==> src/rtl/meas_pkg.sv <==
package meas_pkg;

	// Time base
	localparam int unsigned CLK_HZ        = 40_000_000;
	localparam int unsigned TICK_MS       = 50;
	localparam int unsigned TICK_CYC      = CLK_HZ / 1000 * TICK_MS;
	localparam int unsigned TICKS_PER_SEC = 1000 / TICK_MS;
	localparam int unsigned MIN_TIMER_SEC = 10;
	localparam int unsigned MAX_RUN_SEC   = 9999 * 3600 + 59 * 60 + 59;

	// Register byte offsets
	localparam logic [4:0] OFS_CTRL      = 5'h00;
	localparam logic [4:0] OFS_TMR_DUR   = 5'h04;
	localparam logic [4:0] OFS_TMR_ADJ   = 5'h08;
	localparam logic [4:0] OFS_RTC_NOW   = 5'h0C;
	localparam logic [4:0] OFS_WIN_START = 5'h10;
	localparam logic [4:0] OFS_WIN_STOP  = 5'h14;
	localparam logic [4:0] OFS_STATUS    = 5'h18;
	localparam logic [4:0] OFS_ELAPSED   = 5'h1C;

	// Control fields
	localparam int unsigned CTRL_IVL_LSB = 0;
	localparam int unsigned CTRL_TMR_BIT = 4;
	localparam int unsigned CTRL_RTC_BIT = 5;
	localparam int unsigned CTRL_AVG_LSB = 6;
	localparam int unsigned ADJ_OP_LSB   = 0;
	localparam int unsigned ADJ_GRP_LSB  = 2;
	localparam logic [2:0]  AVG_LVL_MAX  = 3'h5;

	// Reset values
	localparam logic [25:0] RST_TMR_DUR = 26'h0000E10;
	localparam logic [3:0]  RST_IVL     = 4'h0;
	localparam logic [2:0]  RST_AVG     = 3'h0;

	typedef enum logic [4:0] {
		ST_IDLE  = 5'b00001,
		ST_ARMED = 5'b00010,
		ST_RUN   = 5'b00100,
		ST_PAUSE = 5'b01000,
		ST_DONE  = 5'b10000
	} run_state_e;

	typedef logic signed [15:0] val_t;

	typedef struct packed {
		val_t [1:0] ch;
	} pair_s;

	// Interval period in 50 ms ticks, zero for off
	function automatic logic [16:0] ivl_ticks(input logic [3:0] code);
		unique case (code)
			4'h1:    ivl_ticks = 17'h00001;
			4'h2:    ivl_ticks = 17'h00002;
			4'h3:    ivl_ticks = 17'h00004;
			4'h4:    ivl_ticks = 17'h0000A;
			4'h5:    ivl_ticks = 17'h00014;
			4'h6:    ivl_ticks = 17'h00064;
			4'h7:    ivl_ticks = 17'h000C8;
			4'h8:    ivl_ticks = 17'h0012C;
			4'h9:    ivl_ticks = 17'h00258;
			4'hA:    ivl_ticks = 17'h004B0;
			4'hB:    ivl_ticks = 17'h01770;
			4'hC:    ivl_ticks = 17'h02EE0;
			4'hD:    ivl_ticks = 17'h04650;
			4'hE:    ivl_ticks = 17'h08CA0;
			4'hF:    ivl_ticks = 17'h11940;
			default: ivl_ticks = 17'h00000;
		endcase
	endfunction : ivl_ticks

	// Smoothing shift per averaging level
	function automatic logic [3:0] avg_shift(input logic [2:0] lvl);
		unique case (lvl)
			3'h1:    avg_shift = 4'h1;
			3'h2:    avg_shift = 4'h2;
			3'h3:    avg_shift = 4'h4;
			3'h4:    avg_shift = 4'h6;
			default: avg_shift = 4'h8;
		endcase
	endfunction : avg_shift

	function automatic logic [15:0] mag(input val_t v);
		mag = v[15] ? 16'(-v) : 16'(v);
	endfunction : mag

endpackage : meas_pkg

==> src/rtl/meas_timing_hold.sv <==
// The register addresses and the AHB-Lite interface to the registers were decided locally.
`timescale 1ns/1ps
module meas_timing_hold #(
	parameter int unsigned TICK_CYCLES = meas_pkg::TICK_CYC
) (
	// Clock and reset
	input  wire logic            i_clk_sys,
	input  wire logic            i_rst_n,
	// AHB-Lite slave
	input  wire logic            i_hsel,
	input  wire logic [31:0]     i_haddr,
	input  wire logic [1:0]      i_htrans,
	input  wire logic            i_hwrite,
	input  wire logic [2:0]      i_hsize,
	input  wire logic [31:0]     i_hwdata,
	input  wire logic            i_hready,
	output logic [31:0]          o_hrdata,
	output logic                 o_hreadyout,
	output logic                 o_hresp,
	// Operator keys, asynchronous pins
	input  wire logic            i_start_key,
	input  wire logic            i_hold_key,
	input  wire logic            i_shift_hold_key,
	input  wire logic            i_data_reset_key,
	// Measurement stream
	input  wire meas_pkg::pair_s i_meas,
	input  wire logic            i_meas_bypass,
	input  wire meas_pkg::pair_s i_wave,
	input  wire logic [3:0]      i_range,
	// Outputs
	output logic                 o_tick_50ms,
	output logic                 o_integ_run,
	output logic                 o_ivl_edge,
	output logic                 o_save_strobe,
	output meas_pkg::pair_s      o_out_data,
	output meas_pkg::pair_s      o_wave_out,
	output logic [3:0]           o_range,
	output logic                 o_data_hold,
	output logic                 o_peak_hold
);
	import meas_pkg::*;

	typedef struct packed {
		logic [21:0] div;
		logic        tick;
		logic [4:0]  rtc_sub;
		logic [31:0] rtc;
		logic [4:0]  run_sub;
		logic [25:0] elapsed;
		logic [16:0] ivl_cnt;
		logic        ivl_edge;
		logic        save;
		run_state_e  st;
		logic [3:0]  ivl_code;
		logic        tmr_en;
		logic        rtc_en;
		logic [2:0]  avg_lvl;
		logic [25:0] dur;
		logic [31:0] win_start;
		logic [31:0] win_stop;
		logic        data_hold;
		logic        peak_hold;
		logic [3:0]  range_frz;
		logic [3:0]  range;
		pair_s       avg;
		pair_s       peak;
		pair_s       disp;
		pair_s       wave;
		logic [3:0][2:0] key_sync;
		logic        ap_wr;
		logic        ap_rd;
		logic [4:0]  ap_addr;
		logic [31:0] hrdata;
		logic        hready;
	} state_s;

	state_s      s_q;
	state_s      s_d;
	logic [3:0]  press;
	logic        ivl_ok;
	logic        end_now;
	logic [31:0] span;
	logic [16:0] per;
	logic        wr_ok;
	logic signed [16:0] diff;
	logic signed [26:0] adj;
	logic [25:0] unit;

	always_comb begin
		s_d = s_q;
		s_d.tick = 1'b0;
		s_d.ivl_edge = 1'b0;
		s_d.save = 1'b0;
		diff = '0;
		adj = '0;
		unit = 26'h0000001;
		// Key synchronisers and rising-edge detect
		for (int k = 0; k < 4; k++) begin
			s_d.key_sync[k] = {s_q.key_sync[k][1:0], 1'b0};
			press[k] = s_q.key_sync[k][1] & ~s_q.key_sync[k][2];
		end
		s_d.key_sync[0][0] = i_start_key;
		s_d.key_sync[1][0] = i_hold_key;
		s_d.key_sync[2][0] = i_shift_hold_key;
		s_d.key_sync[3][0] = i_data_reset_key;
		// Free-running 50 ms base and real-time clock
		if (s_q.div == 22'(TICK_CYCLES - 1)) begin
			s_d.div = '0;
			s_d.tick = 1'b1;
		end else begin
			s_d.div = s_q.div + 22'h000001;
		end
		if (s_q.tick) begin
			if (s_q.rtc_sub == 5'(TICKS_PER_SEC - 1)) begin
				s_d.rtc_sub = '0;
				s_d.rtc = s_q.rtc + 32'h00000001;
			end else begin
				s_d.rtc_sub = s_q.rtc_sub + 5'h01;
			end
		end
		// Interval admission against timer and window spans
		span = (s_q.win_stop > s_q.win_start) ? (s_q.win_stop - s_q.win_start) : 32'h0;
		per = ivl_ticks(s_q.ivl_code);
		ivl_ok = (per != 17'h0)
			&& !(s_q.tmr_en && {20'h0, per} > {11'h0, s_q.dur} * 37'd20)
			&& !(s_q.rtc_en && {20'h0, per} > {5'h0, span} * 37'd20);
		// End of run: timer wins, window stop ignored when longer than timer
		end_now = (s_q.st == ST_RUN) && (
			(s_q.tmr_en && s_q.elapsed >= s_q.dur)
			|| (s_q.rtc_en && s_q.rtc >= s_q.win_stop
				&& !(s_q.tmr_en && span > {6'h0, s_q.dur}))
			|| (!s_q.tmr_en && !s_q.rtc_en
				&& s_q.elapsed >= 26'(MAX_RUN_SEC)));
		unique case (s_q.st)
			ST_IDLE: begin
				if (press[0]) begin
					s_d.st = s_q.rtc_en ? ST_ARMED : ST_RUN;
					s_d.ivl_cnt = '0;
					s_d.run_sub = '0;
				end
			end
			ST_ARMED: begin
				if (s_q.rtc >= s_q.win_start) begin
					s_d.st = ST_RUN;
				end
			end
			ST_RUN: begin
				if (end_now) begin
					s_d.st = ST_DONE;
					s_d.save = 1'b1;
					s_d.rtc_en = 1'b0;
				end else if (press[0]) begin
					s_d.st = ST_PAUSE;
					if (s_q.rtc_en) begin
						s_d.rtc_en = 1'b0;
					end
				end else if (s_q.tick) begin
					if (s_q.run_sub == 5'(TICKS_PER_SEC - 1)) begin
						s_d.run_sub = '0;
						s_d.elapsed = s_q.elapsed + 26'h0000001;
					end else begin
						s_d.run_sub = s_q.run_sub + 5'h01;
					end
					if (ivl_ok && s_q.ivl_cnt == per - 17'h1) begin
						s_d.ivl_cnt = '0;
						s_d.ivl_edge = 1'b1;
						s_d.save = 1'b1;
					end else begin
						s_d.ivl_cnt = s_q.ivl_cnt + 17'h1;
					end
				end
			end
			ST_PAUSE: begin
				if (press[0]) begin
					s_d.st = ST_RUN;
				end else if (press[3]) begin
					s_d.st = ST_IDLE;
					s_d.elapsed = '0;
				end
			end
			ST_DONE: begin
				if (press[3]) begin
					s_d.st = ST_IDLE;
					s_d.elapsed = '0;
				end
			end
		endcase
		// Hold key handling
		if (press[2]) begin
			s_d.peak_hold = ~s_q.peak_hold;
			s_d.data_hold = 1'b0;
			s_d.peak = s_q.avg;
		end else if (press[1]) begin
			if (s_q.peak_hold) begin
				s_d.peak = '0;
			end else begin
				s_d.data_hold = ~s_q.data_hold;
				s_d.range_frz = s_q.range;
			end
		end
		// Averaging and peak tracking per component
		if (s_q.tick) begin
			for (int c = 0; c < 2; c++) begin
				diff = 17'(i_meas.ch[c]) - 17'(s_q.avg.ch[c]);
				if (i_meas_bypass || s_q.avg_lvl == 3'h0) begin
					s_d.avg.ch[c] = i_meas.ch[c];
				end else begin
					s_d.avg.ch[c] = s_q.avg.ch[c]
						+ 16'(diff >>> avg_shift(s_q.avg_lvl));
				end
			end
		end
		if (s_q.peak_hold && !press[1] && !press[2]) begin
			for (int c = 0; c < 2; c++) begin
				if (mag(s_q.avg.ch[c]) > mag(s_q.peak.ch[c])) begin
					s_d.peak.ch[c] = s_q.avg.ch[c];
				end
			end
			if (s_q.ivl_edge) begin
				s_d.peak = s_q.avg;
			end
		end
		// Presented data
		if (s_q.peak_hold) begin
			if (!ivl_ok || s_q.ivl_edge) begin
				s_d.disp = s_q.peak;
			end
		end else if (s_q.data_hold) begin
			if ((ivl_ok && s_d.ivl_edge) || (s_d.save && !ivl_ok)) begin
				s_d.disp = s_q.avg;
			end
		end else begin
			s_d.disp = s_q.avg;
		end
		s_d.wave = i_wave;
		s_d.range = s_q.data_hold ? s_q.range_frz : i_range;
		// AHB-Lite slave, reads take one wait state
		wr_ok = !s_q.data_hold && !s_q.peak_hold;
		if (s_q.ap_wr && wr_ok) begin
			unique case (s_q.ap_addr)
				OFS_CTRL: begin
					s_d.ivl_code = i_hwdata[CTRL_IVL_LSB +: 4];
					s_d.tmr_en = i_hwdata[CTRL_TMR_BIT];
					s_d.rtc_en = i_hwdata[CTRL_RTC_BIT];
					if (i_hwdata[CTRL_AVG_LSB +: 3] <= AVG_LVL_MAX) begin
						s_d.avg_lvl = i_hwdata[CTRL_AVG_LSB +: 3];
					end
				end
				OFS_TMR_DUR: begin
					if (i_hwdata >= 32'(MIN_TIMER_SEC) && i_hwdata <= 32'(MAX_RUN_SEC)) begin
						s_d.dur = i_hwdata[25:0];
					end
				end
				OFS_TMR_ADJ: begin
					unit = (i_hwdata[ADJ_GRP_LSB +: 2] == 2'h2) ? 26'h0000E10
						: (i_hwdata[ADJ_GRP_LSB +: 2] == 2'h1) ? 26'h000003C : 26'h0000001;
					adj = i_hwdata[ADJ_OP_LSB + 1] ? 27'(unit) * 27'd10 : 27'(unit);
					adj = i_hwdata[ADJ_OP_LSB] ? 27'({1'b0, s_q.dur}) - adj
						: 27'({1'b0, s_q.dur}) + adj;
					if (adj >= 27'(MIN_TIMER_SEC) && adj <= 27'(MAX_RUN_SEC)) begin
						s_d.dur = adj[25:0];
					end
				end
				OFS_RTC_NOW:   s_d.rtc = i_hwdata;
				OFS_WIN_START: s_d.win_start = i_hwdata;
				OFS_WIN_STOP:  s_d.win_stop = i_hwdata;
				default: ;
			endcase
		end
		s_d.ap_wr = 1'b0;
		s_d.hready = 1'b1;
		if (s_q.ap_rd) begin
			s_d.ap_rd = 1'b0;
			unique case (s_q.ap_addr)
				OFS_CTRL: s_d.hrdata = {23'h0, s_q.avg_lvl, s_q.rtc_en, s_q.tmr_en,
					s_q.ivl_code};
				OFS_TMR_DUR:   s_d.hrdata = {6'h0, s_q.dur};
				OFS_RTC_NOW:   s_d.hrdata = s_q.rtc;
				OFS_WIN_START: s_d.hrdata = s_q.win_start;
				OFS_WIN_STOP:  s_d.hrdata = s_q.win_stop;
				OFS_STATUS: s_d.hrdata = {20'h0, s_q.range_frz, ivl_ok, s_q.peak_hold,
					s_q.data_hold, s_q.st};
				OFS_ELAPSED:   s_d.hrdata = {6'h0, s_q.elapsed};
				default:       s_d.hrdata = 32'h00000000;
			endcase
		end else if (i_hsel && i_htrans[1] && i_hready) begin
			s_d.ap_addr = {i_haddr[4:2], 2'h0};
			s_d.ap_wr = i_hwrite;
			s_d.ap_rd = ~i_hwrite;
			s_d.hready = i_hwrite;
		end
	end

	always_ff @(posedge i_clk_sys or negedge i_rst_n) begin
		if (!i_rst_n) begin
			s_q <= '0;
			s_q.st <= ST_IDLE;
			s_q.dur <= RST_TMR_DUR;
			s_q.ivl_code <= RST_IVL;
			s_q.avg_lvl <= RST_AVG;
			s_q.hready <= 1'b1;
		end else begin
			s_q <= s_d;
		end
	end

	assign o_hrdata = s_q.hrdata;
	assign o_hreadyout = s_q.hready;
	assign o_hresp = 1'b0;
	assign o_tick_50ms = s_q.tick;
	assign o_integ_run = (s_q.st == ST_RUN);
	assign o_ivl_edge = s_q.ivl_edge;
	assign o_save_strobe = s_q.save;
	assign o_out_data = s_q.disp;
	assign o_wave_out = s_q.wave;
	assign o_range = s_q.range;
	assign o_data_hold = s_q.data_hold;
	assign o_peak_hold = s_q.peak_hold;
endmodule : meas_timing_hold

==> config.mk <==
export PLATFORM = sky130hd
export DESIGN_NAME = meas_timing_hold
export DESIGN_NICKNAME = d
export VERILOG_FILES = /design/src/rtl/meas_pkg.sv /design/src/rtl/meas_timing_hold.sv
export SDC_FILE = /design/constraint.sdc
export NUM_CORES = 2
export LEC_CHECK = 0
export BUFFER_PORTS_ARGS = -buffer_cell sky130_fd_sc_hd__buf_4
export CORE_MARGIN = 2
export CORE_UTILIZATION = 45
export DETAILED_ROUTE_END_ITERATION = 6
export HOLD_SLACK_MARGIN = 0.12
export PLACE_DENSITY = 0.58
export SETUP_SLACK_MARGIN = 0.15
export SLEW_MARGIN = 20
export SYNTH_ARGS = -nofsm -noshare
export SYNTH_HDL_FRONTEND = slang
export SYNTH_SLANG_ARGS = --single-unit
==> constraint.sdc <==
create_clock -name i_clk_sys -period 16.1 [get_ports i_clk_sys]
set_clock_uncertainty 0.15 [all_clocks]
set_input_delay 1.61 -clock i_clk_sys [delete_from_list [all_inputs] [get_ports i_clk_sys]]
set_output_delay 1.61 -clock i_clk_sys [all_outputs]
set_load 0.01 [all_outputs]
==> results.tsv <==
metric	value	unit
status	finished clean	
commonest cells after routing, fill and taps aside	456 x nand2_1, 404 x ha_1, 390 x dfrtp_1, 336 x o21ai_0, 330 x nor2_1	
slowest stage cell, crit path	nor4_1	
height of the chip	294	um
Hold Buf Count CTS	0	
PostCTS Resize Cnt	0	
synthesized area	37700	um2
RePlAce Congestion	0.940	
initial antenna violation count	4	
CTS Buf Count	49	
Core ar.	83300	um2
Clk Latency, worst-skew pair	0.61	ns
Critical Path Start Type	register	
Yosys cell types	105	
Die X	294	um
NumNets Final	5067	
sequential area share after synthesis	26.7	%
htree depth	2	
largest net degree at the start of global routing	141	
critical path startpoint	s_q[218]	
HP Class	reg -> reg	
yosys warns	0	
Filler cells	8148	
Crit Path Class	reg -> reg	
ys async rst share	100	%
CTS tree	done	
# rows	106	
Final Cycle Share	58.0	%
Sink Count	402	
Area Growth Syn to Fin	9.42	%
Avg Inst Size Synth	8.39	um2
Synth Instances	4496	
worst stage delay on the critical path	0.73	ns
Hold Crit Start	s_d[47]	
Final Setup Violations	0	
Arr. time, crit path	9.68	ns
Reg clk slew, reported paths	0.06	ns
first-pass GRT wire length	187	mm
max cap viols	0	
GRT Resource Usage Total	27.7	%
RSZ-0062 raised after global routing	no	
WP data required	16.44	ns
remaining global-route overflow	0	
via-per-instance ratio	5.94	
Crit. End Element	register	
post-CTS setup buffer count	0	
IO Pins	255	
Mapped Nets	5055	
worst-path fanout max	32	
DR pass1 iterations	5	
I/O Buffers	220	
layout cells sized above 1	11.9	%
Routed Antenna Nets	0	
flops & latches, synth	402	
DRC viols	0	
Root Buffer	clkbuf_16	
most common cell after layout, fill and taps aside	nand2_1	
Power Density	151	nW/um2
Slew Limit Fails	0	
Starting Density	45.3	%
HPWL Detailed	95.4	mm
Peak VDD IR	0.102	mV
Critical R2R Launch	s_q[218]	
Fmax achieved	0.107	GHz
TNS Setup	0	ns
via count	33464	
Routed WL	122	mm
worst-margin pin slew	1.09	ns
DR iter-0 viols	2466	
Top FF cell, synth	dfrtp_1	
total die area	86200	um2
vias in the first global route	31180	
Pleak	18.7	nW
final core utilization	49.6	%
CTS Buffer Depth	3	
Post-synth EDFFs	0	
Avg WL per Cell	21.7	um
Final min period	9.34	ns
max_slew headroom	27.1	%
Final Hold Fails	0	
==> path summary, 6_finish.rpt <==
kind                            depth (start not counted)  slack [ns]             end
worst min-delay path                                    0        0.20         s_d[48]
worst max register to register                         28        6.76  o_out_data[25]
worst min register to register                          0        0.20         s_d[48]
worst max-delay path                                   28        6.76  o_out_data[25]
min in group asynchronous                               1        0.80        s_q[278]
max in group asynchronous                               3       12.81     o_tick_50ms
==> sequential cells by signal (all words and copies together), names as in the netlist, 4 cells and up <==
register    flops
s_d             8
s_q           288
o_wave_out     32
o_range         4
o_hrdata       32
o_out_data     32
==> cell families (layout without fill, tap and decap cells) <==
kind of cell,count (synthesis),in the layout,synth area share (%)
and+or+nand+nor,1385,1385,17.5
AOI/OAI and AO/OA,1240,1240,21.2
buffers and inverters,537,589,6.59
adders and majority gates,413,413,13.9
DFF,402,402,26.7
xor gates and xnor gates,274,274,6.36
muxes,244,244,7.76
other,1,2,0.00994
==> cells in the mapped netlist, types with 60 or more instances <==
library cell	number	share of area, %
xor2_1	124	2.9
a21oi_1	294	3.9
dfrtp_1	396	26
nor3_1	69	0.92
nand3_1	132	1.8
nor2_1	330	3.3
o21ai_0	336	4.5
nand2_1	457	4.5
inv_1	239	2.4
buf_4	102	2.0
a21o_1	92	1.8
xnor2_1	150	3.5
nand4_1	60	1.0
clkbuf_1	143	1.4
o211ai_1	65	1.3
mux2i_1	104	2.8
ha_1	404	13
mux2_2	93	2.8
==> power breakdown <==
group	leakage [nW]	switching (mW)	internal, mW	total (mW)
registers	4.55	0.269	1.19	1.46
clock network	0.855	0.477	0.724	1.20
logic	13.3	2.09	1.48	3.57
total	18.7	2.84	3.40	6.24
==> layout make-up <==
type / instances / area [um2] / area share (%)
well taps: 1080 / 1350 / 3.27
diodes: 1 / 2.50 / 0.00606
inverters: 243 / 912 / 2.21
flip-flops and latches: 402 / 10100 / 24.4
clock inverters: 20 / 293 / 0.709
repair buffers: 255 / 1950 / 4.74
clock buffers: 71 / 1450 / 3.51
multi-input cells: 3557 / 25200 / 61.1
==> metrics by stage <==
stage          hold WS (ns)  setup slack, ns  std cells  area (um2)  total power, mW
2_1_floorplan         0.181             8.65       4496       37700             4.09
3_3_place_gp          0.183             7.03       5536       39500             4.97
3_5_place_dp          0.188             6.90       5536       39500             5.00
4_1_cts               0.198             6.86       5627       41200             6.23
5_1_grt               0.202             6.22       5629       41300             6.73
6_report              0.197             6.76       5629       41300             6.24
==> worst max-delay path: cells and delay by family, from the launching register on <==
| family | cells | cell delay (ns) |
|---|---|---|
| DFF | 1 | 0.44 |
| AOI/OAI and AO/OA | 10 | 3.07 |
| and+or+nand+nor | 11 | 2.94 |
| buffers and inverters | 1 | 0.25 |
| muxes | 1 | 0.39 |
| adders and majority gates | 5 | 1.91 |
==> metal layers <==
layer / routed length [um] / up-vias / global-route usage, %
met5: 13 / - / 0
met4: 3350 / 2 / 7.54
met3: 7420 / 165 / 3.55
met2: 56100 / 1044 / 44.7
met1: 55400 / 15981 / 38.8
li1: - / 16272 / -
Power figures use the tool's default switching activity.
